--- config.mk ---
export PLATFORM = sky130hd
export DESIGN_NAME = vmp_margin_ctrl
export DESIGN_NICKNAME = d
export VERILOG_FILES = /design/src/vmp_pkg.sv /design/src/vmp_margin_ctrl.sv
export SDC_FILE = /design/constraint.sdc
export NUM_CORES = 1
export LEC_CHECK = 0
export ABC_AREA = 1
export BUFFER_PORTS_ARGS = -buffer_cell sky130_fd_sc_hd__buf_2
export CORE_UTILIZATION = 70
export CTS_BUF_LIST = sky130_fd_sc_hd__clkbuf_8
export DETAILED_ROUTE_END_ITERATION = 6
export PLACE_DENSITY_LB_ADDON = 0.05
export REMOVE_ABC_BUFFERS = 1
export SYNTH_ARGS = -nofsm -noshare
export SYNTH_HDL_FRONTEND = slang
export SYNTH_SLANG_ARGS = --single-unit
export TNS_END_PERCENT = 10
--- constraint.sdc ---
create_clock -name sys_clk_in -period 9.3 [get_ports sys_clk_in]
set_input_delay 1.395 -clock sys_clk_in [delete_from_list [all_inputs] [get_ports sys_clk_in]]
set_output_delay 1.395 -clock sys_clk_in [all_outputs]
set_load 0.03 [all_outputs]
--- src/vmp_pkg.sv ---
// vmp_pkg: constants shared by the rail margin and trim controller.
// assumes one 20 MHz system clock and a 4-bit word-indexed register port.
`default_nettype none

package vmp_pkg;
    // register port geometry
    localparam int DATA_W = 16;
    localparam int ADDR_W = 4;

    // register indexes
    localparam logic [3:0] A_CTRL    = 4'h0;
    localparam logic [3:0] A_PERIOD  = 4'h1;
    localparam logic [3:0] A_INIT    = 4'h2;
    localparam logic [3:0] A_FIXED   = 4'h3;
    localparam logic [3:0] A_TGT_HI  = 4'h4;
    localparam logic [3:0] A_TGT_LO  = 4'h5;
    localparam logic [3:0] A_NOMINAL = 4'h6;
    localparam logic [3:0] A_OV_LIM  = 4'h7;
    localparam logic [3:0] A_UV_LIM  = 4'h8;
    localparam logic [3:0] A_PG_ON   = 4'h9;
    localparam logic [3:0] A_STATUS  = 4'hA;
    localparam logic [3:0] A_DUTY    = 4'hB;
    localparam logic [3:0] A_IRQ_ST  = 4'hC;
    localparam logic [3:0] A_IRQ_CLR = 4'hD;
    localparam logic [3:0] A_IRQ_EN  = 4'hE;

    // control register fields
    localparam int C_MODE_LSB = 0;
    localparam int C_IGNORE   = 2;
    localparam int C_POL_UP   = 3;
    localparam int C_OP_MRG   = 4;
    localparam int C_OP_HIGH  = 5;
    localparam int C_GPI_EN   = 6;
    localparam int C_GPI_DIR  = 7;

    // idle behaviour of the margin output
    localparam logic [1:0] MODE_TRI   = 2'h0;
    localparam logic [1:0] MODE_TRIM  = 2'h1;
    localparam logic [1:0] MODE_FIXED = 2'h2;

    // interrupt status bits
    localparam int IRQ_N       = 4;
    localparam int I_START     = 0;
    localparam int I_STOP      = 1;
    localparam int I_FAULT     = 2;
    localparam int I_REFUSED   = 3;

    // values after reset
    localparam logic [15:0] CTRL_RST   = 16'h0008;
    localparam logic [15:0] PERIOD_RST = 16'h0100;
    localparam logic [15:0] DUTY_RST   = 16'h0080;
    localparam logic [15:0] LIM_HI_RST = 16'hFFFF;
    localparam logic [15:0] ZERO_RST   = 16'h0000;

    // adjustment interval and minimum pwm period
    localparam int CLK_KHZ = 20000;
    localparam int ADJ_US  = 500;
    localparam int ADJ_CYC = ADJ_US * CLK_KHZ / 1000;
    localparam int PERIOD_MIN = 2;
endpackage : vmp_pkg

`default_nettype wire

--- src/vmp_margin_ctrl.sv ---
// vmp_margin_ctrl: one rail's margin and trim pwm controller.
// assumes vout_meas_in and rail_enable_in come from logic on sys_clk_in;
// the two general inputs are pins and are synchronised here.
//
// Overview of operation
// - fixed-duty mode holds the configured duty whenever not margining.
// - a control bit chooses whether ov/uv faults are ignored while margining.
// - a polarity bit says whether more duty means more or less voltage.
// - margining starts from the operation bit or an assigned general input.
// - one general input enables margining, the other chooses high or low.
// - margining drives pwm, 0% low to 100% high; tri mode idles hi-z.
// - margining is refused until the rail passed power-good-on once.
// - closed loop moves the duty one step every 500 us.
// - target or voltage beyond ov/uv limit shuts the rail unless ignored.
// - every setting is writable over the register port by any host.
// - active-trim mode tracks the nominal voltage while the rail is ready and not margining.
// - tri mode leaves the output undriven whenever not margining.
// - the pwm period is programmable, derived from the system clock.
`timescale 1ns/1ns
`default_nettype none

module vmp_margin_ctrl
    import vmp_pkg::*;
#(
    parameter int VW         = 12,
    parameter int DW         = 16,
    parameter int ADJ_CYCLES = ADJ_CYC
) (
    input  wire logic              sys_clk_in,
    input  wire logic              rst_n_in,
    input  wire logic [ADDR_W-1:0] reg_addr_in,
    input  wire logic [DATA_W-1:0] reg_wdata_in,
    input  wire logic              reg_wr_in,
    input  wire logic              reg_rd_in,
    output var  logic [DATA_W-1:0] reg_rdata_out,
    input  wire logic              rail_enable_in,
    input  wire logic [VW-1:0]     vout_meas_in,
    input  wire logic              general_input_pin_en_in,
    input  wire logic              general_input_pin_dir_in,
    output var  logic              margin_pulse_output_out,
    output var  logic              margin_pulse_output_oe_n_out,
    output var  logic              rail_shutdown_out,
    output var  logic              margining_out,
    output var  logic              fault_masked_out,
    output var  logic              irq_out
);

    // refuse widths the register port cannot carry
    if (DW != DATA_W || VW > DATA_W || VW < 2 || ADJ_CYCLES < 2
        || ADJ_CYCLES > 65536) begin : g_chk
        $error("vmp_margin_ctrl: unsupported parameter values");
    end

    typedef enum logic [2:0] {
        ST_OFF, ST_WAIT, ST_READY, ST_MARGIN, ST_FAULT
    } vmp_state_t;

    ////////////////////////////////////////////////////////////////////////
    // registers and signals
    logic [DATA_W-1:0] ctrl_r, period_r, init_r, fixed_r;
    logic [VW-1:0]     tgt_hi_r, tgt_lo_r, nominal_r;
    logic [VW-1:0]     ov_lim_r, uv_lim_r, pg_on_r;
    logic [IRQ_N-1:0]  irq_st_r, irq_en_r, irq_evt;
    logic [DW-1:0]     duty_r, cnt_r;
    logic [15:0]       tick_cnt_r;
    logic              tick_r, active_r, pulse_r, oe_n_r;
    logic              en_s1_r, en_s2_r, dir_s1_r, dir_s2_r;
    logic              req, req_r, high_sel, active, loop_run;
    logic              load_init, want_up, step_up, in_band;
    logic              over, under, fault_hit, ignore;
    logic [VW-1:0]     target;
    logic [1:0]        mode;
    logic              wr_ok;
    vmp_state_t        st_r, st_nxt;

    assign mode   = ctrl_r[C_MODE_LSB +: 2];
    assign ignore = ctrl_r[C_IGNORE];
    assign wr_ok  = reg_wr_in;

    ////////////////////////////////////////////////////////////////////////
    // register writes; any host writing the port is treated alike
    always_ff @(posedge sys_clk_in or negedge rst_n_in) begin
        if (!rst_n_in) begin
            ctrl_r    <= CTRL_RST;
            period_r  <= PERIOD_RST;
            init_r    <= DUTY_RST;
            fixed_r   <= DUTY_RST;
            tgt_hi_r  <= '0;
            tgt_lo_r  <= '0;
            nominal_r <= '0;
            ov_lim_r  <= LIM_HI_RST[VW-1:0];
            uv_lim_r  <= '0;
            pg_on_r   <= '0;
            irq_en_r  <= '0;
        end else if (wr_ok) begin
            case (reg_addr_in)
                A_CTRL:    ctrl_r    <= reg_wdata_in;
                A_PERIOD:  period_r  <= reg_wdata_in;
                A_INIT:    init_r    <= reg_wdata_in;
                A_FIXED:   fixed_r   <= reg_wdata_in;
                A_TGT_HI:  tgt_hi_r  <= reg_wdata_in[VW-1:0];
                A_TGT_LO:  tgt_lo_r  <= reg_wdata_in[VW-1:0];
                A_NOMINAL: nominal_r <= reg_wdata_in[VW-1:0];
                A_OV_LIM:  ov_lim_r  <= reg_wdata_in[VW-1:0];
                A_UV_LIM:  uv_lim_r  <= reg_wdata_in[VW-1:0];
                A_PG_ON:   pg_on_r   <= reg_wdata_in[VW-1:0];
                A_IRQ_EN:  irq_en_r  <= reg_wdata_in[IRQ_N-1:0];
                default: ;
            endcase
        end
    end

    // read data stands in the cycle after the strobe only
    always_ff @(posedge sys_clk_in or negedge rst_n_in) begin
        if (!rst_n_in) begin
            reg_rdata_out <= '0;
        end else if (reg_rd_in) begin
            case (reg_addr_in)
                A_CTRL:    reg_rdata_out <= ctrl_r;
                A_PERIOD:  reg_rdata_out <= period_r;
                A_INIT:    reg_rdata_out <= init_r;
                A_FIXED:   reg_rdata_out <= fixed_r;
                A_TGT_HI:  reg_rdata_out <= DATA_W'(tgt_hi_r);
                A_TGT_LO:  reg_rdata_out <= DATA_W'(tgt_lo_r);
                A_NOMINAL: reg_rdata_out <= DATA_W'(nominal_r);
                A_OV_LIM:  reg_rdata_out <= DATA_W'(ov_lim_r);
                A_UV_LIM:  reg_rdata_out <= DATA_W'(uv_lim_r);
                A_PG_ON:   reg_rdata_out <= DATA_W'(pg_on_r);
                A_STATUS:  reg_rdata_out <= {10'h000, high_sel,
                                             st_r == ST_FAULT,
                                             st_r == ST_WAIT,
                                             st_r >= ST_READY,
                                             active_r, !oe_n_r};
                A_DUTY:    reg_rdata_out <= duty_r;
                A_IRQ_ST:  reg_rdata_out <= DATA_W'(irq_st_r);
                A_IRQ_EN:  reg_rdata_out <= DATA_W'(irq_en_r);
                default:   reg_rdata_out <= '0;
            endcase
        end else begin
            reg_rdata_out <= '0;
        end
    end

    ////////////////////////////////////////////////////////////////////////
    // general input pins: two flops before anything looks at them
    always_ff @(posedge sys_clk_in or negedge rst_n_in) begin
        if (!rst_n_in) begin
            en_s1_r  <= 1'b0;
            en_s2_r  <= 1'b0;
            dir_s1_r <= 1'b0;
            dir_s2_r <= 1'b0;
        end else begin
            en_s1_r  <= general_input_pin_en_in;
            en_s2_r  <= en_s1_r;
            dir_s1_r <= general_input_pin_dir_in;
            dir_s2_r <= dir_s1_r;
        end
    end

    // margin request from the operation bit or the enable input
    assign req = ctrl_r[C_OP_MRG]
               | (ctrl_r[C_GPI_EN] & en_s2_r);
    // an assigned direction input overrides the operation bit
    assign high_sel = ctrl_r[C_GPI_DIR] ? dir_s2_r
                                        : ctrl_r[C_OP_HIGH];
    assign target = active ? (high_sel ? tgt_hi_r : tgt_lo_r)
                           : nominal_r;

    ////////////////////////////////////////////////////////////////////////
    // limit checks; a target outside the window trips before the rail does
    always_comb begin
        over  = (vout_meas_in > ov_lim_r)
              | (active & (target > ov_lim_r));
        under = (vout_meas_in < uv_lim_r)
              | (active & (target < uv_lim_r));
        fault_hit = (st_r == ST_READY || st_r == ST_MARGIN)
                  & (over | under)
                  & !(st_r == ST_MARGIN && ignore);
    end

    // rail state; power good must be seen once per enable
    always_comb begin
        st_nxt = st_r;
        case (st_r)
            ST_OFF:    if (rail_enable_in) st_nxt = ST_WAIT;
            ST_WAIT: begin
                if (!rail_enable_in) st_nxt = ST_OFF;
                else if (vout_meas_in >= pg_on_r) st_nxt = ST_READY;
            end
            ST_READY: begin
                if (!rail_enable_in) st_nxt = ST_OFF;
                else if (fault_hit) st_nxt = ST_FAULT;
                else if (req) st_nxt = ST_MARGIN;
            end
            ST_MARGIN: begin
                if (!rail_enable_in) st_nxt = ST_OFF;
                else if (fault_hit) st_nxt = ST_FAULT;
                else if (!req) st_nxt = ST_READY;
            end
            ST_FAULT:  if (!rail_enable_in) st_nxt = ST_OFF;
            default:   st_nxt = ST_OFF;
        endcase
    end

    always_ff @(posedge sys_clk_in or negedge rst_n_in) begin
        if (!rst_n_in) begin
            st_r <= ST_OFF;
        end else begin
            st_r <= st_nxt;
        end
    end

    assign active   = (st_r == ST_MARGIN);
    assign loop_run = active
                    | (mode == MODE_TRIM && st_r == ST_READY);
    // hi-z pin handed to margining starts from the initial duty
    assign load_init = active & !active_r & (mode == MODE_TRI);

    ////////////////////////////////////////////////////////////////////////
    // 500 us adjustment tick; slow enough not to fight the converter loop
    always_ff @(posedge sys_clk_in or negedge rst_n_in) begin
        if (!rst_n_in) begin
            tick_cnt_r <= '0;
            tick_r     <= 1'b0;
        end else if (tick_cnt_r == 16'(ADJ_CYCLES - 1)) begin
            tick_cnt_r <= '0;
            tick_r     <= 1'b1;
        end else begin
            tick_cnt_r <= tick_cnt_r + 16'h0001;
            tick_r     <= 1'b0;
        end
    end

    // error sign and dead band of one step
    assign want_up = vout_meas_in < target;
    assign in_band = ({1'b0, vout_meas_in} + 1'b1 >= {1'b0, target})
                   & ({1'b0, target} + 1'b1 >= {1'b0, vout_meas_in});
    assign step_up = ~(want_up ^ ctrl_r[C_POL_UP]);

    // duty: initial load, fixed hold, or one step per tick
    always_ff @(posedge sys_clk_in or negedge rst_n_in) begin
        if (!rst_n_in) begin
            duty_r <= DUTY_RST;
        end else if (load_init) begin
            duty_r <= init_r;
        end else if (!active && mode == MODE_FIXED) begin
            duty_r <= fixed_r;
        end else if (tick_r && loop_run && !in_band) begin
            if (step_up && duty_r < period_r) begin
                duty_r <= duty_r + 1'b1;
            end else if (!step_up && duty_r != '0) begin
                duty_r <= duty_r - 1'b1;
            end
        end
    end

    ////////////////////////////////////////////////////////////////////////
    // pwm: duty equal to period gives a steady high, zero a steady low;
    // periods below two are stretched to two
    always_ff @(posedge sys_clk_in or negedge rst_n_in) begin
        if (!rst_n_in) begin
            cnt_r   <= '0;
            pulse_r <= 1'b0;
        end else begin
            if (period_r < DW'(PERIOD_MIN) ? cnt_r >= DW'(PERIOD_MIN - 1)
                                           : cnt_r + 1'b1 >= period_r) begin
                cnt_r <= '0;
            end else begin
                cnt_r <= cnt_r + 1'b1;
            end
            pulse_r <= (cnt_r < duty_r);
        end
    end

    // drive enable: undriven only in tri mode outside margining
    always_ff @(posedge sys_clk_in or negedge rst_n_in) begin
        if (!rst_n_in) begin
            oe_n_r   <= 1'b1;
            active_r <= 1'b0;
            req_r    <= 1'b0;
        end else begin
            oe_n_r   <= !active && (mode == MODE_TRI);
            active_r <= active;
            req_r    <= req;
        end
    end

    assign margin_pulse_output_out      = pulse_r;
    assign margin_pulse_output_oe_n_out = oe_n_r;
    assign margining_out                = active_r;
    assign rail_shutdown_out            = (st_r == ST_FAULT);
    assign fault_masked_out = active_r & ignore & (over | under);

    ////////////////////////////////////////////////////////////////////////
    // sticky events; a set in the clear cycle wins
    always_comb begin
        irq_evt            = '0;
        irq_evt[I_START]   = active & !active_r;
        irq_evt[I_STOP]    = !active & active_r;
        irq_evt[I_FAULT]   = fault_hit;
        irq_evt[I_REFUSED] = req & !req_r & (st_r == ST_WAIT);
    end

    always_ff @(posedge sys_clk_in or negedge rst_n_in) begin
        if (!rst_n_in) begin
            irq_st_r <= '0;
        end else begin
            irq_st_r <= (irq_st_r & ~((wr_ok && reg_addr_in == A_IRQ_CLR)
                        ? reg_wdata_in[IRQ_N-1:0] : '0)) | irq_evt;
        end
    end

    assign irq_out = |(irq_st_r & irq_en_r);
endmodule : vmp_margin_ctrl

`default_nettype wire

Word-level counts from Yosys, hierarchy flattened
Cells that the tools add are included.
{"block": "word_totals", "reg_bits": 220, "inputBits": 39, "output_inout_bits": 22, "wordCells": 158}
{"block": "op_classes", "n_addsub": 6, "magnitude_cmp": 14, "eq_ne": 26, "muxes": 26, "bitwise_logic": 24, "reduce_logical": 36}
{"cell": "one-hot mux 16 bit (14 select lines)", "count": 1}
{"cell": "2-to-1 mux 16 bit", "count": 8}
{"cell": "adder 16 x 1 -> 16 bit, second input constant", "count": 3}
{"cell": "less-than comparator 12 bit", "count": 3}
{"cell": "less-than comparator 16 bit", "count": 2}
{"cell": "2-to-1 mux 3 bit", "count": 10}
{"cell": "== test 4 bit, second input constant", "count": 7}
{"cell": "adder 12 x 1 -> 13 bit, second input constant", "count": 2}
{"cell": ">= comparator 13 x 12 -> 1 bit", "count": 2}
{"cell": "> comparator 12 bit", "count": 2}
{"cell": "2-to-1 mux 12 bit", "count": 2}
{"cell": "AND reduction 2 bit", "count": 12}
{"cell": "== test 16 x 14 -> 1 bit, second input constant", "count": 1}
{"cell": "== test 4 x 3 -> 1 bit, second input constant", "count": 4}
{"cell": ">= comparator 16 x 1 -> 1 bit, second input constant", "count": 1}
{"cell": ">= comparator 16 bit", "count": 1}
{"cell": "less-than comparator 16 x 2 -> 1 bit, second input constant", "count": 1}
{"cell": "nonzero test 16 bit", "count": 1}
{"cell": "subtractor 16 x 1 -> 16 bit, second input constant", "count": 1}
{"cell": "one-hot mux 3 bit (5 select lines)", "count": 1}
{"cell": "AND 1 bit", "count": 13}
{"cell": ">= comparator 12 bit", "count": 1}
{"cell": "logical AND 1 bit", "count": 9}
{"cell": "AND 4 bit", "count": 2}
{"cell": "other kinds (28)", "count": 42}

Logic depth before layout (Yosys ltp)
Gate-level depths: netlist (run 1).
{"block": "depth", "depth_word": 12, "depth_mapped": 36, "ltp_nobuf": 35}

Worst setup path before layout (run 1)
Ideal clock, no wire load.
{"block": "synth_path", "kind": "in2reg", "from": "input port vout_meas_in[3]", "to": "register duty_r[13]", "setup_ns": 0.126, "t_arrival_ns": 4.554, "required_time_ns": 9.174, "slack_ns": 4.620, "stages": 23, "n_path_buf": 0, "cell_sequence": "ha_1 -> a21oi_1 -> nand2_1 -> a21oi_1 -> nand2_1 -> nand2_1 -> nand2_1 -> nand2_1 -> nand2_1 -> nand2_1 -> nand3_1 -> ha_1 -> nand2_1 -> o21a_1 -> nand2_1 -> a21boi_0 -> o21ai_0 -> nand2_1 -> nand2_1 -> xor2_1 -> a21oi_1 -> o21ai_0 -> o21ai_2"}
{"block": "synth_via", "elab_chain_len": 8, "word_cells_on_any_way": 18, "cone_classes": "add/sub (1); order compare (3); mux (4); bitwise (3); reduce/logical (7)"}
{"item": "from (decl)", "line": "vmp_margin_ctrl.sv:37", "source": "input wire logic [VW-1:0] vout_meas_in,"}
{"item": "parallel branches: the longest is 8 deep, another holds adder 12 x 1 -> 13 bit"}
{"item": "to (signal assigned)", "line": "vmp_margin_ctrl.sv:245", "source": "duty_r <= init_r;"}
{"item": "to (signal assigned)", "line": "vmp_margin_ctrl.sv:247", "source": "duty_r <= fixed_r;"}
{"item": "to (signal assigned)", "line": "vmp_margin_ctrl.sv:250", "source": "duty_r <= duty_r + 1'b1;"}
{"item": "to (decl)", "line": "vmp_margin_ctrl.sv:64", "source": "logic [DW-1:0] duty_r, cnt_r;"}
Several ways; the timed one is not identified. The select of a mux whose other input is x is not followed.
A chain may end at the register's enable or synchronous reset.

Final worst setup path (run 1)
{"block": "layout_path", "from": "register st_r[2]", "to": "register duty_r[13]"}
{"block": "layout_via", "elab_chain_len": 10, "word_cells_on_any_way": 28, "cone_classes": "add/sub (1); order compare (3); eq/ne (2); mux (5); bitwise (6); reduce/logical (11)"}
{"item": "from (decl)", "line": "vmp_margin_ctrl.sv:74", "source": "vmp_state_t st_r, st_nxt;"}
{"item": "from (signal assigned)", "line": "vmp_margin_ctrl.sv:209", "source": "st_r <= st_nxt;"}
{"item": "parallel branches: the longest is 10 deep, another holds adder 12 x 1 -> 13 bit"}
Several ways; the timed one is not identified. The select of a mux whose other input is x is not followed.

==> metrics, run 1 <==
Final Cycle Share=0.625; first-pass GRT wire length=69000 um; Finished Layout Cells=2226; CTS tree=yes; I/O Pins=61; placed insts=2157; flops & latches, synth=220; Clk pwr share=0.221; drt pass-1 iters=7; R2R Setup Slk=3.48 ns; DR iter-0 viols=1483; Die W=147 um; initial antenna violation count=1; Post-synth EDFFs=0; DIE AREA=21500 sq um; largest net degree at the start of global routing=85; clk root buf=clkbuf_8; Port Buffers=60; Clock Path Buffers=3; Post-Syn Area=14600 sq um; Vias=13900; most frequent cells in the layout=412 x nand2_1, 290 x inv_1, 204 x o21ai_0, 202 x dfrtp_1, 157 x ha_1; Worst-Margin Slew=1.22 ns; postcts setup bufs=0; TritonCTS buffer count=38; Net Sw Power=1.98 mW; layout cell share with drive strength beyond 1=0.0941; H-tree depth=2; worst vdd ir=200 uV; Slew Viols, Final=0; CP Class=reg2reg; vias in the first global route=13200; GRT Overall Usage=0.413; combinational share of power=0.475; Crit path arrival time=6.21 ns; die height=147 um; CP max FO=32; DR vias/cell=6.23; DRC=0; core area=20400 sq um; worst min path class=reg2reg; commonest non-fill, non-tap cell in the layout=nand2_1; GPL Wtd Cong=1.01; drt total wl=43300 um; grt ovf=0; PwrDens=283 nW/um^2; synth warn=0; nets=2124; Avg Cell Area, Syn=7.84 sq um; Crit. End Element=flip-flop; # clock sinks=220; number of distinct library cells after synthesis=55; final hold violation count=0; RSZ-0062 raised after global routing=false; Starting Density=0.718; status=complete, no violations; sequential element share of the synthesized area=0.378; detailed placer's ending HPWL=31600 um; Power Internal=2.54 mW; Flop pwr share=0.304; clock-pin slew on the worst setup and hold paths=0.06 ns; Setup TNS=0 ns; worst-skew pair later-pin latency=0.55 ns; slew margin rel.=0.187; fmax=0.172 GHz; Max Clock Skew=0.0216 ns; ys async rst share=1.00; area grow syn2layout=9.28%; worst path required time=9.70 ns; wire per inst=19.5 um; max-cap viol count=0; Tmin final=5.82 ns; Setup-failing EPs final=0; ys flop type=dfrtp_1; Post-Syn Instances=1865; Sw Ratio=0.438; hold_buf cts=0; Row Count=52; Routed Antenna Nets=0; leakage power=8.10 nW; post-CTS sizing=0; Final Hold Slack=0.347 ns; startpoint types=flip-flop
-- worst max-delay path, cell delays in order, from the launching register on --
cell	delay, ns
dfrtp_1	0.38
inv_1	0.09
nand2_2	0.12
nor2_8	0.42
nor2_1	0.09
a31oi_1	0.32
inv_1	0.15
ha_1	0.32
nand2_1	0.09
nor2_1	0.05
a211oi_1	0.43
nand2_1	0.11
nand2_1	0.13
nand3_1	0.59
ha_1	0.67
nand2_1	0.10
o21a_1	0.21
nand2_1	0.08
a21boi_0	0.15
o21ai_0	0.43
nand2_1	0.09
nand2_1	0.09
xor2_1	0.14
a21oi_1	0.07
o21ai_0	0.21
o21ai_2	0.08
-- cell families after synthesis --
family,count (synthesis),synth area share
xor gates and xnor gates,44,0.0263
buffers and inverters,331,0.0885
and+or+nand+nor,664,0.191
AOI/OAI and AO/OA,448,0.181
adders and majority gates,158,0.136
DFF,220,0.378
-- power groups by stage --
stage	Sequential [mW]	Clock (mW)	Combinational, mW
6_report	1.37	0.999	2.15
5_1_grt	1.39	1.05	2.42
4_1_cts	1.36	1.00	2.10
3_5_place_dp	1.37	0	2.07
3_3_place_gp	1.37	0	2.00
2_1_floorplan	1.33	0	1.54
-- worst paths after layout --
kind	from	to	cells past startpoint
max	st_r[2]$_DFFE_PN0P_	duty_r[13]$_DFFE_PN0P_	25
min	en_s1_r$_DFF_PN0_	en_s2_r$_DFF_PN0_	0
max reg2reg	st_r[2]$_DFFE_PN0P_	duty_r[13]$_DFFE_PN0P_	25
min reg2reg	en_s1_r$_DFF_PN0_	en_s2_r$_DFF_PN0_	0
max in group asynchronous	rst_n_in	irq_st_r[3]$_DFF_PN0_	2
min in group asynchronous	rst_n_in	uv_lim_r[10]$_DFFE_PN0P_	1
-- final cells by class --
type / count / area (sq um)
diodes: 1 / 2.50
clock buffers: 49 / 674
clock inverters: 19 / 190
fillers: 1470 / 4380
inverters: 284 / 1070
multi-input cells: 1314 / 7810
flip-flops and latches: 220 / 5530
well taps: 270 / 338
repair buffers: 69 / 378
-- registers in the layout, indices dropped and copies added (netlist names), 16 cells and up --
signal / flops
ctrl_r: 16
tick_cnt_r: 16
fixed_r: 16
reg_rdata_out: 16
period_r: 16
cnt_r: 16
init_r: 16
duty_r: 16
-- routing by layer --
metal	track usage	vias up	routed length, um
li1	-	6394	-
met1	0.566	6466	17800
met2	0.635	831	18900
met3	0.0881	171	4790
met4	0.179	2	1760
met5	0	-	13
-- stage by stage --
stage / utilization / cell area, sq um / worst slack [ns] / total power, mW
after floorplan: - / 14400 / 4.61 / 2.87
after global placement: 0.742 / 15100 / 3.68 / 3.37
after detailed placement: 0.742 / 15100 / 3.64 / 3.44
after CTS: 0.785 / 16000 / 3.64 / 4.46
after global routing: 0.785 / 16000 / 3.02 / 4.85
final: 0.785 / 16000 / 3.48 / 4.52
-- Yosys cell counts, types with 3 or more instances --
cell,n,share of area
xor2_1,38,0.023
nand2_1,412,0.11
a221oi_1,19,0.011
nand3_1,61,0.021
nand2_2,5,0.0021
nor2_1,109,0.028
buf_6,5,0.0038
o21a_1,6,0.0031
dfstp_2,18,0.032
a211oi_1,3,0.0015
a21boi_0,4,0.0021
inv_2,4,0.0010
nor3_1,22,0.0075
xnor2_1,6,0.0036
nand4_1,24,0.010
o31ai_1,4,0.0021
o21ai_0,204,0.070
ha_1,157,0.13
o2111ai_1,3,0.0018
o21bai_1,4,0.0021
dfrtp_1,202,0.35
o221ai_1,8,0.0048
clkbuf_1,39,0.010
o21ai_2,18,0.011
o211ai_1,18,0.0092
o41ai_1,4,0.0024
inv_1,279,0.072
nor3b_1,3,0.0015
nor4_1,11,0.0047
o22ai_1,38,0.016
a21oi_1,97,0.033
nand3b_1,5,0.0026
a31oi_1,7,0.0030
Power figures use the tool's default switching activity.
==> run 2: changes to the inputs <==
--- a/config.mk
+++ b/config.mk
@@ -7,7 +7,7 @@
 export LEC_CHECK = 0
 export ABC_AREA = 1
 export BUFFER_PORTS_ARGS = -buffer_cell sky130_fd_sc_hd__buf_2
-export CORE_UTILIZATION = 70
+export CORE_UTILIZATION = 65
 export CTS_BUF_LIST = sky130_fd_sc_hd__clkbuf_8
 export DETAILED_ROUTE_END_ITERATION = 6
 export PLACE_DENSITY_LB_ADDON = 0.05
==> constraint.sdc (replaced) <==
create_clock -name sys_clk_in -period 5.93 [get_ports sys_clk_in]
set_input_delay 0.8895 -clock sys_clk_in [delete_from_list [all_inputs] [get_ports sys_clk_in]]
set_output_delay 0.8895 -clock sys_clk_in [all_outputs]
set_load 0.03 [all_outputs]
==> metrics, run 2 (same netlist as run 1, synthesis figures left out) <==
worst path required time=6.33 ns (-3.37 ns); commonest non-fill, non-tap cell in the layout=nand2_1; detailed placer's ending HPWL=32000 um (+1.0%); Setup TNS=0 ns (unchanged); grt ovf=0 (unchanged); fmax=0.192 GHz (+11%); Vias=13400 (-3.6%); drt pass-1 iters=7 (unchanged); max-cap viol count=0 (unchanged); first-pass GRT wire length=69000 um (about the same); antenna diode count=0 (-1); CP Class=reg2reg; area grow syn2layout=9.49%; startpoint types=flip-flop; hold_buf cts=0 (unchanged); R2R Setup Slk=0.71 ns (-2.77 ns); Starting Density=0.666 (-0.0521); Die W=152 um (+3.7%); placed insts=2169 (+0.56%); most frequent cells in the layout=412 x nand2_1, 288 x inv_1, 204 x o21ai_0, 202 x dfrtp_1, 157 x ha_1; GRT Overall Usage=0.383 (-0.0302); largest net degree at the start of global routing=115 (+35%); Setup-failing EPs final=0 (unchanged); worst-skew pair later-pin latency=0.56 ns (about the same); clock-pin slew on the worst setup and hold paths=0.07 ns (about the same); Clock Path Buffers=3 (unchanged); Row Count=54 (+3.8%); drt total wl=43300 um (about the same); reg-to-reg startpoint=st_r[2]$_DFFE_PN0P_; worst min path class=in2async; PwrDens=439 nW/um^2 (+55%); Routed Antenna Nets=0 (unchanged); status=finished with violations; post-CTS sizing=0 (unchanged); GPL Wtd Cong=0.963 (-4.4%); Finished Layout Cells=2240 (+0.63%); RSZ-0062 raised after global routing=false; final hold violation count=0 (unchanged); initial antenna violation count=0 (-1); DR iter-0 viols=1353 (-8.8%); PnR Total Power=7.03 mW (+55%); slew margin rel.=0.180 (-0.00706); DRC=8 (+8); fillers=1769 (+20%); H-tree depth=2 (unchanged); Crit. End Element=flip-flop; wire per inst=19.3 um (-0.65%); DIE AREA=23100 sq um (+7.6%); postcts setup bufs=0 (unchanged); Tmin final=5.22 ns (-0.597 ns); DR vias/cell=5.96 (-4.2%); final worst slack=0.711 ns (-2.77 ns); CTS tree=yes; TritonCTS buffer count=39 (+2.6%); CP max FO=32 (unchanged); worst vdd ir=268 uV (+34%); Slew Viols, Final=0 (unchanged); Critical R2R Capture=duty_r[13]$_DFFE_PN0P_; layout cell share with drive strength beyond 1=0.0980 (+0.00384); failing checks=design-rule violations; leakage power=8.10 nW (about the same); Crit path arrival time=5.62 ns (-0.59 ns); I/O Pins=61 (unchanged); Final Cycle Share=0.880 (+0.255); Worst-Margin Slew=1.23 ns (+0.0106 ns); Port Buffers=60 (unchanged); Max Clock Skew=0.0269 ns (+0.00528 ns); die height=152 um (+3.7%); clk root buf=clkbuf_8; worst reg2reg path depth=26 (+4.0%); nets=2127 (+0.14%); # clock sinks=220 (unchanged); vias in the first global route=12800 (-2.9%); worst slack, placed=0.853 ns (-2.78 ns); core area=22000 sq um (+7.8%)
[run 2: changes by cell type in the layout (fill, tap and decap cells not counted), sizes merged]
cell,previous run,this run
clkinv,3,7
diode,1,0
inv,295,293
clkinvlp,1,3
clkbuf,49,50
buf,69,71
bufinv,4,2
[run 2: metrics by stage]
stage | hold slack [ns] | util | instance area, sq um
floorplan | 0.331 | - | 14400
global placement | 0.334 | 0.690 | 15200
detailed placement | 0.339 | 0.690 | 15200
CTS | 0.353 | 0.729 | 16000
global route | 0.365 | 0.729 | 16000
finish | 0.333 | 0.729 | 16000
[run 2: worst max path at each step]
stage          cells past startpoint                      to  slack (ns)           startpoint
2_1_floorplan                     31  duty_r[13]$_DFFE_PN0P_        1.42  st_r[2]$_DFFE_PN0P_
5_1_grt                           33  duty_r[13]$_DFFE_PN0P_        0.23  st_r[2]$_DFFE_PN0P_
4_1_cts                           26  duty_r[13]$_DFFE_PN0P_        0.79  st_r[2]$_DFFE_PN0P_
3_5_place_dp                      26  duty_r[13]$_DFFE_PN0P_        0.85  st_r[2]$_DFFE_PN0P_
3_3_place_gp                      26  duty_r[13]$_DFFE_PN0P_        1.01  st_r[2]$_DFFE_PN0P_
6_report                          26  duty_r[13]$_DFFE_PN0P_        0.71  st_r[2]$_DFFE_PN0P_
[run 2: where the power goes]
group / total (mW) / leakage (nW) / switching, mW / internal, mW
registers: 2.13 / 2.74 / 0.290 / 1.84
clock network: 1.54 / 0.467 / 0.683 / 0.855
logic: 3.36 / 4.90 / 2.13 / 1.23
total: 7.03 / 8.10 / 3.10 / 3.93
[run 2: worst max-delay path, stage by stage, from the launching register on]
cell	delay [ns]
dfrtp_1	0.38
inv_1	0.09
nand2_2	0.12
nor2_8	0.43
nor2_1	0.12
a31oi_2	0.28
inv_1	0.13
ha_1	0.31
a21oi_1	0.15
nor2_1	0.05
a211oi_1	0.38
nand3_1	0.20
nand3_1	0.12
buf_4	0.24
ha_1	0.32
a21oi_1	0.22
nand2_1	0.11
nand2_1	0.09
nand2_1	0.08
a21boi_0	0.29
o21ai_0	0.25
nand2_1	0.11
nand2_1	0.06
xor2_1	0.14
a21oi_1	0.07
o21ai_0	0.20
o21ai_2	0.08
[run 2: cell type report]
cell class / instances / area (sq um) / area share
well taps: 280 / 350 / 0.0219
repair buffers: 71 / 405 / 0.0253
inverters: 284 / 1070 / 0.0666
flip-flops and latches: 220 / 5530 / 0.345
clock buffers: 50 / 688 / 0.0430
clock inverters: 21 / 166 / 0.0104
multi-input cells: 1314 / 7810 / 0.488
[run 2: routing by layer]
metal | global-route usage | vias up | part of all wire
li1 | - | 6391 | -
met1 | 0.540 | 6282 | 0.45
met2 | 0.580 | 579 | 0.43
met3 | 0.0804 | 109 | 0.088
met4 | 0.151 | 0 | 0.033
met5 | 0 | - | 0
==> run 3: changes to the inputs <==
--- a/config.mk
+++ b/config.mk
@@ -5,12 +5,12 @@
 export SDC_FILE = /design/constraint.sdc
 export NUM_CORES = 1
 export LEC_CHECK = 0
-export ABC_AREA = 1
+export ABC_AREA = 0
 export BUFFER_PORTS_ARGS = -buffer_cell sky130_fd_sc_hd__buf_2
 export CORE_UTILIZATION = 65
 export CTS_BUF_LIST = sky130_fd_sc_hd__clkbuf_8
 export DETAILED_ROUTE_END_ITERATION = 6
-export PLACE_DENSITY_LB_ADDON = 0.05
+export PLACE_DENSITY = 0.88
 export REMOVE_ABC_BUFFERS = 1
 export SYNTH_ARGS = -nofsm -noshare
 export SYNTH_HDL_FRONTEND = slang
==> metrics, run 3 <==
Max Clock Skew=0.0211 ns (-0.00575 ns); wire per inst=23.0 um (+19%); Starting Density=0.660 (-0.00581); layout cell share with drive strength beyond 1=0.229 (+0.131); Port Buffers=60 (unchanged); Die W=151 um (-0.88%); Avg Cell Area, Syn=10.1 sq um (+29%); DIE AREA=22700 sq um (-1.8%); most common cell in the netlist=dfrtp_1; startpoint types=flip-flop; Tmin final=5.75 ns (+0.535 ns); Routed Antenna Nets=0 (unchanged); die height=151 um (-0.88%); Row Count=54 (unchanged); commonest non-fill, non-tap cell in the layout=dfrtp_1; max-cap viol count=0 (unchanged); GPL Wtd Cong=1.01 (+4.7%); initial antenna violation count=1 (+1); Setup-failing EPs final=0 (unchanged); top cells by area, synth=dfrtp_1 35%, ha_1 14%, mux2_2 11%; fillers=1453 (-18%); synth warn=0 (unchanged); CP max FO=7 (-78%); DR vias/cell=6.86 (+15%); flops & latches, synth=220 (unchanged); status=complete, no violations; # clock sinks=220 (unchanged); Synth top area share=0.352 (+0.00629); PwrDens=436 nW/um^2 (-0.52%); H-tree depth=2 (unchanged); clock-pin slew on the worst setup and hold paths=0.06 ns (about the same); Sw Ratio=0.415 (-0.0262); first-pass GRT wire length=64300 um (-6.9%); biggest area consumer among synthesized cells=dfrtp_1; detailed placer's ending HPWL=29700 um (-7.1%); worst path required time=6.35 ns (+0.02 ns); leakage power=7.60 nW (-6.2%); Power Internal=4.09 mW (+4.2%); Crit path arrival time=6.18 ns (+0.56 ns); sequential element share of the synthesized area=0.385 (+0.00688); drt total wl=41900 um (-3.4%); drt pass-1 iters=6 (-1); TritonCTS buffer count=37 (-5.1%); GRT Overall Usage=0.372 (-0.0114); grt ovf=0 (unchanged); vias in the first global route=12100 (-5.5%); core area=21800 sq um (-0.92%); Post-synth EDFFs=0 (unchanged); Vias=12500 (-6.8%); I/O Pins=61 (unchanged); ys flop type=dfrtp_1; top post-synthesis cells by count=202 x dfrtp_1, 157 x ha_1, 146 x mux2_2, 107 x nand2_1, 104 x inv_1; Worst-Margin Slew=1.28 ns (+0.0540 ns); Crit. End Element=flip-flop; worst vdd ir=244 uV (-8.9%); fmax=0.174 GHz (-9.3%); number of distinct library cells after synthesis=77 (+40%); ys async rst share=1.00 (unchanged); Slew Viols, Final=0 (unchanged); DRC=0 (-8); Post-Syn Area=14400 sq um (-1.8%); nets=1704 (-20%); Final Cycle Share=0.970 (+0.0902); CTS tree=yes; most frequent cells in the layout=201 x dfrtp_1, 156 x ha_1, 146 x mux2_2, 121 x inv_1, 107 x nand2_1; Clock Path Buffers=3 (unchanged); slew margin rel.=0.143 (-0.0372); PnR Total Power=6.99 mW (-0.46%); CP Class=reg2reg; Final Hold Slack=0.347 ns (+0.0138 ns); final hold violation count=0 (unchanged); Flop pwr share=0.334 (+0.030); worst min path class=in2async; clk root buf=clkbuf_8; Clk pwr share=0.191 (-0.028); largest net degree at the start of global routing=135 (+17%); DR iter-0 viols=1431 (+5.8%); combinational share of power=0.475 (-0.002); Net Sw Power=2.90 mW (-6.4%); area grow syn2layout=11.5%; Post-Syn Instances=1424 (-24%); worst-skew pair later-pin latency=0.55 ns (about the same)
==> run 3: cell count changes after synthesis, moves of 20 or more <==
cell / change
inv_1: -175
mux2_2: +146
a21oi_1: -32
o22ai_1: -33
nor2_1: -37
nand3_1: -29
a21o_1: +21
xnor2_1: +34
a22oi_1: +20
nand2_1: -305
o21ai_0: -131
==> run 3: final timing paths <==
| check | startpoint | to | slack, ns | cells past startpoint |
|---|---|---|---|---|
| worst min register to register | en_s1_r$_DFF_PN0_ | en_s2_r$_DFF_PN0_ | 0.35 | 0 |
| worst min-delay path | rst_n_in | uv_lim_r[2]$_DFFE_PN0P_ | 0.35 | 1 |
| worst max-delay path | ctrl_r[7]$_DFFE_PN0P_ | duty_r[14]$_DFFE_PN0P_ | 0.18 | 23 |
| min in group sys_clk_in | en_s1_r$_DFF_PN0_ | en_s2_r$_DFF_PN0_ | 0.35 | 0 |
| worst max register to register | ctrl_r[7]$_DFFE_PN0P_ | duty_r[14]$_DFFE_PN0P_ | 0.18 | 23 |
| max in group asynchronous | rst_n_in | ctrl_r[7]$_DFFE_PN0P_ | 4.38 | 2 |
==> run 3: metal layers <==
metal,GRT usage,wire [um]
met3,0.0745,4510
met1,0.493,16500
met2,0.579,18500
met4,0.187,2280
met5,0,0
==> run 3: power by group through the flow <==
stage	clock, mW	sequential, mW	combinational (mW)
final	1.33	2.34	3.32
after global routing	1.41	2.36	3.64
after CTS	1.34	2.30	3.07
after detailed placement	0	2.32	3.03
after global placement	0	2.30	2.85
after floorplan	0	2.16	2.24
==> run 3: cell families after synthesis <==
family                   Yosys count  synth area share
AND/OR/NAND/NOR                  336             0.115
AO/OA/AOI/OAI                    324             0.154
flip-flops                       220             0.385
buffers and inverters            162            0.0435
multiplexers                     162             0.126
adder cells (fa/ha/maj)          159             0.139
XOR/XNOR                          61            0.0372
==> run 3: layout make-up <==
class / count / area (sq um) / share of cell area
Sequential cell: 220 / 5530 / 0.345
Multi-Input combinational cell: 1042 / 8350 / 0.521
Clock buffer: 48 / 661 / 0.0412
Clock inverter: 19 / 75.1 / 0.00468
Inverter: 105 / 395 / 0.0247
Timing Repair Buffer: 101 / 654 / 0.0408
Antenna cell: 2 / 5.00 / 0.000312
Tap cell: 280 / 350 / 0.0219
==> run 3: critical path, stage by stage (launching register included) <==
cell and delay [ns]:
dfrtp_2 0.40, mux2i_4 0.28, buf_8 0.17, buf_6 0.14, buf_4 0.12, mux2_2 0.33
mux2i_2 0.20, ha_1 0.29, a21o_1 0.23, nor4_4 0.23, a211oi_2 0.10, xnor2_1 0.16
or4b_4 0.61, buf_12 0.16, ha_1 0.21, or3_1 0.36, o211ai_1 0.24, a21o_1 0.18
a21boi_2 0.08, o41a_1 0.44, a31oi_2 0.23, xor2_1 0.22, a211oi_2 0.10, a21o_1 0.15
==> run 3: timing repair <==
item | CTS | global route
endpoints found under the setup margin | 1 | 5
hold buffers | 0 | 0
cloned | 0 | 0
pin swaps | 1 | 12
gates resized for setup | 0 | 40
buffers inserted | 0 | 10
==> run 3: stage by stage <==
| stage | worst slack, ns | cells | cell area [sq um] | utilization | setup TNS [ns] |
|---|---|---|---|---|---|
| 2_1_floorplan | 0.215 | 1367 | 14100 | - | 0 |
| 3_3_place_gp | 0.317 | 1738 | 15100 | 0.693 | 0 |
| 3_5_place_dp | -0.0619 | 1738 | 15100 | 0.693 | -0.0619 |
| 4_1_cts | 0.00748 | 1805 | 15800 | 0.727 | 0 |
| 5_1_grt | -0.0546 | 1816 | 16000 | 0.736 | -0.0546 |
| 6_report | 0.177 | 1817 | 16000 | 0.737 | 0 |
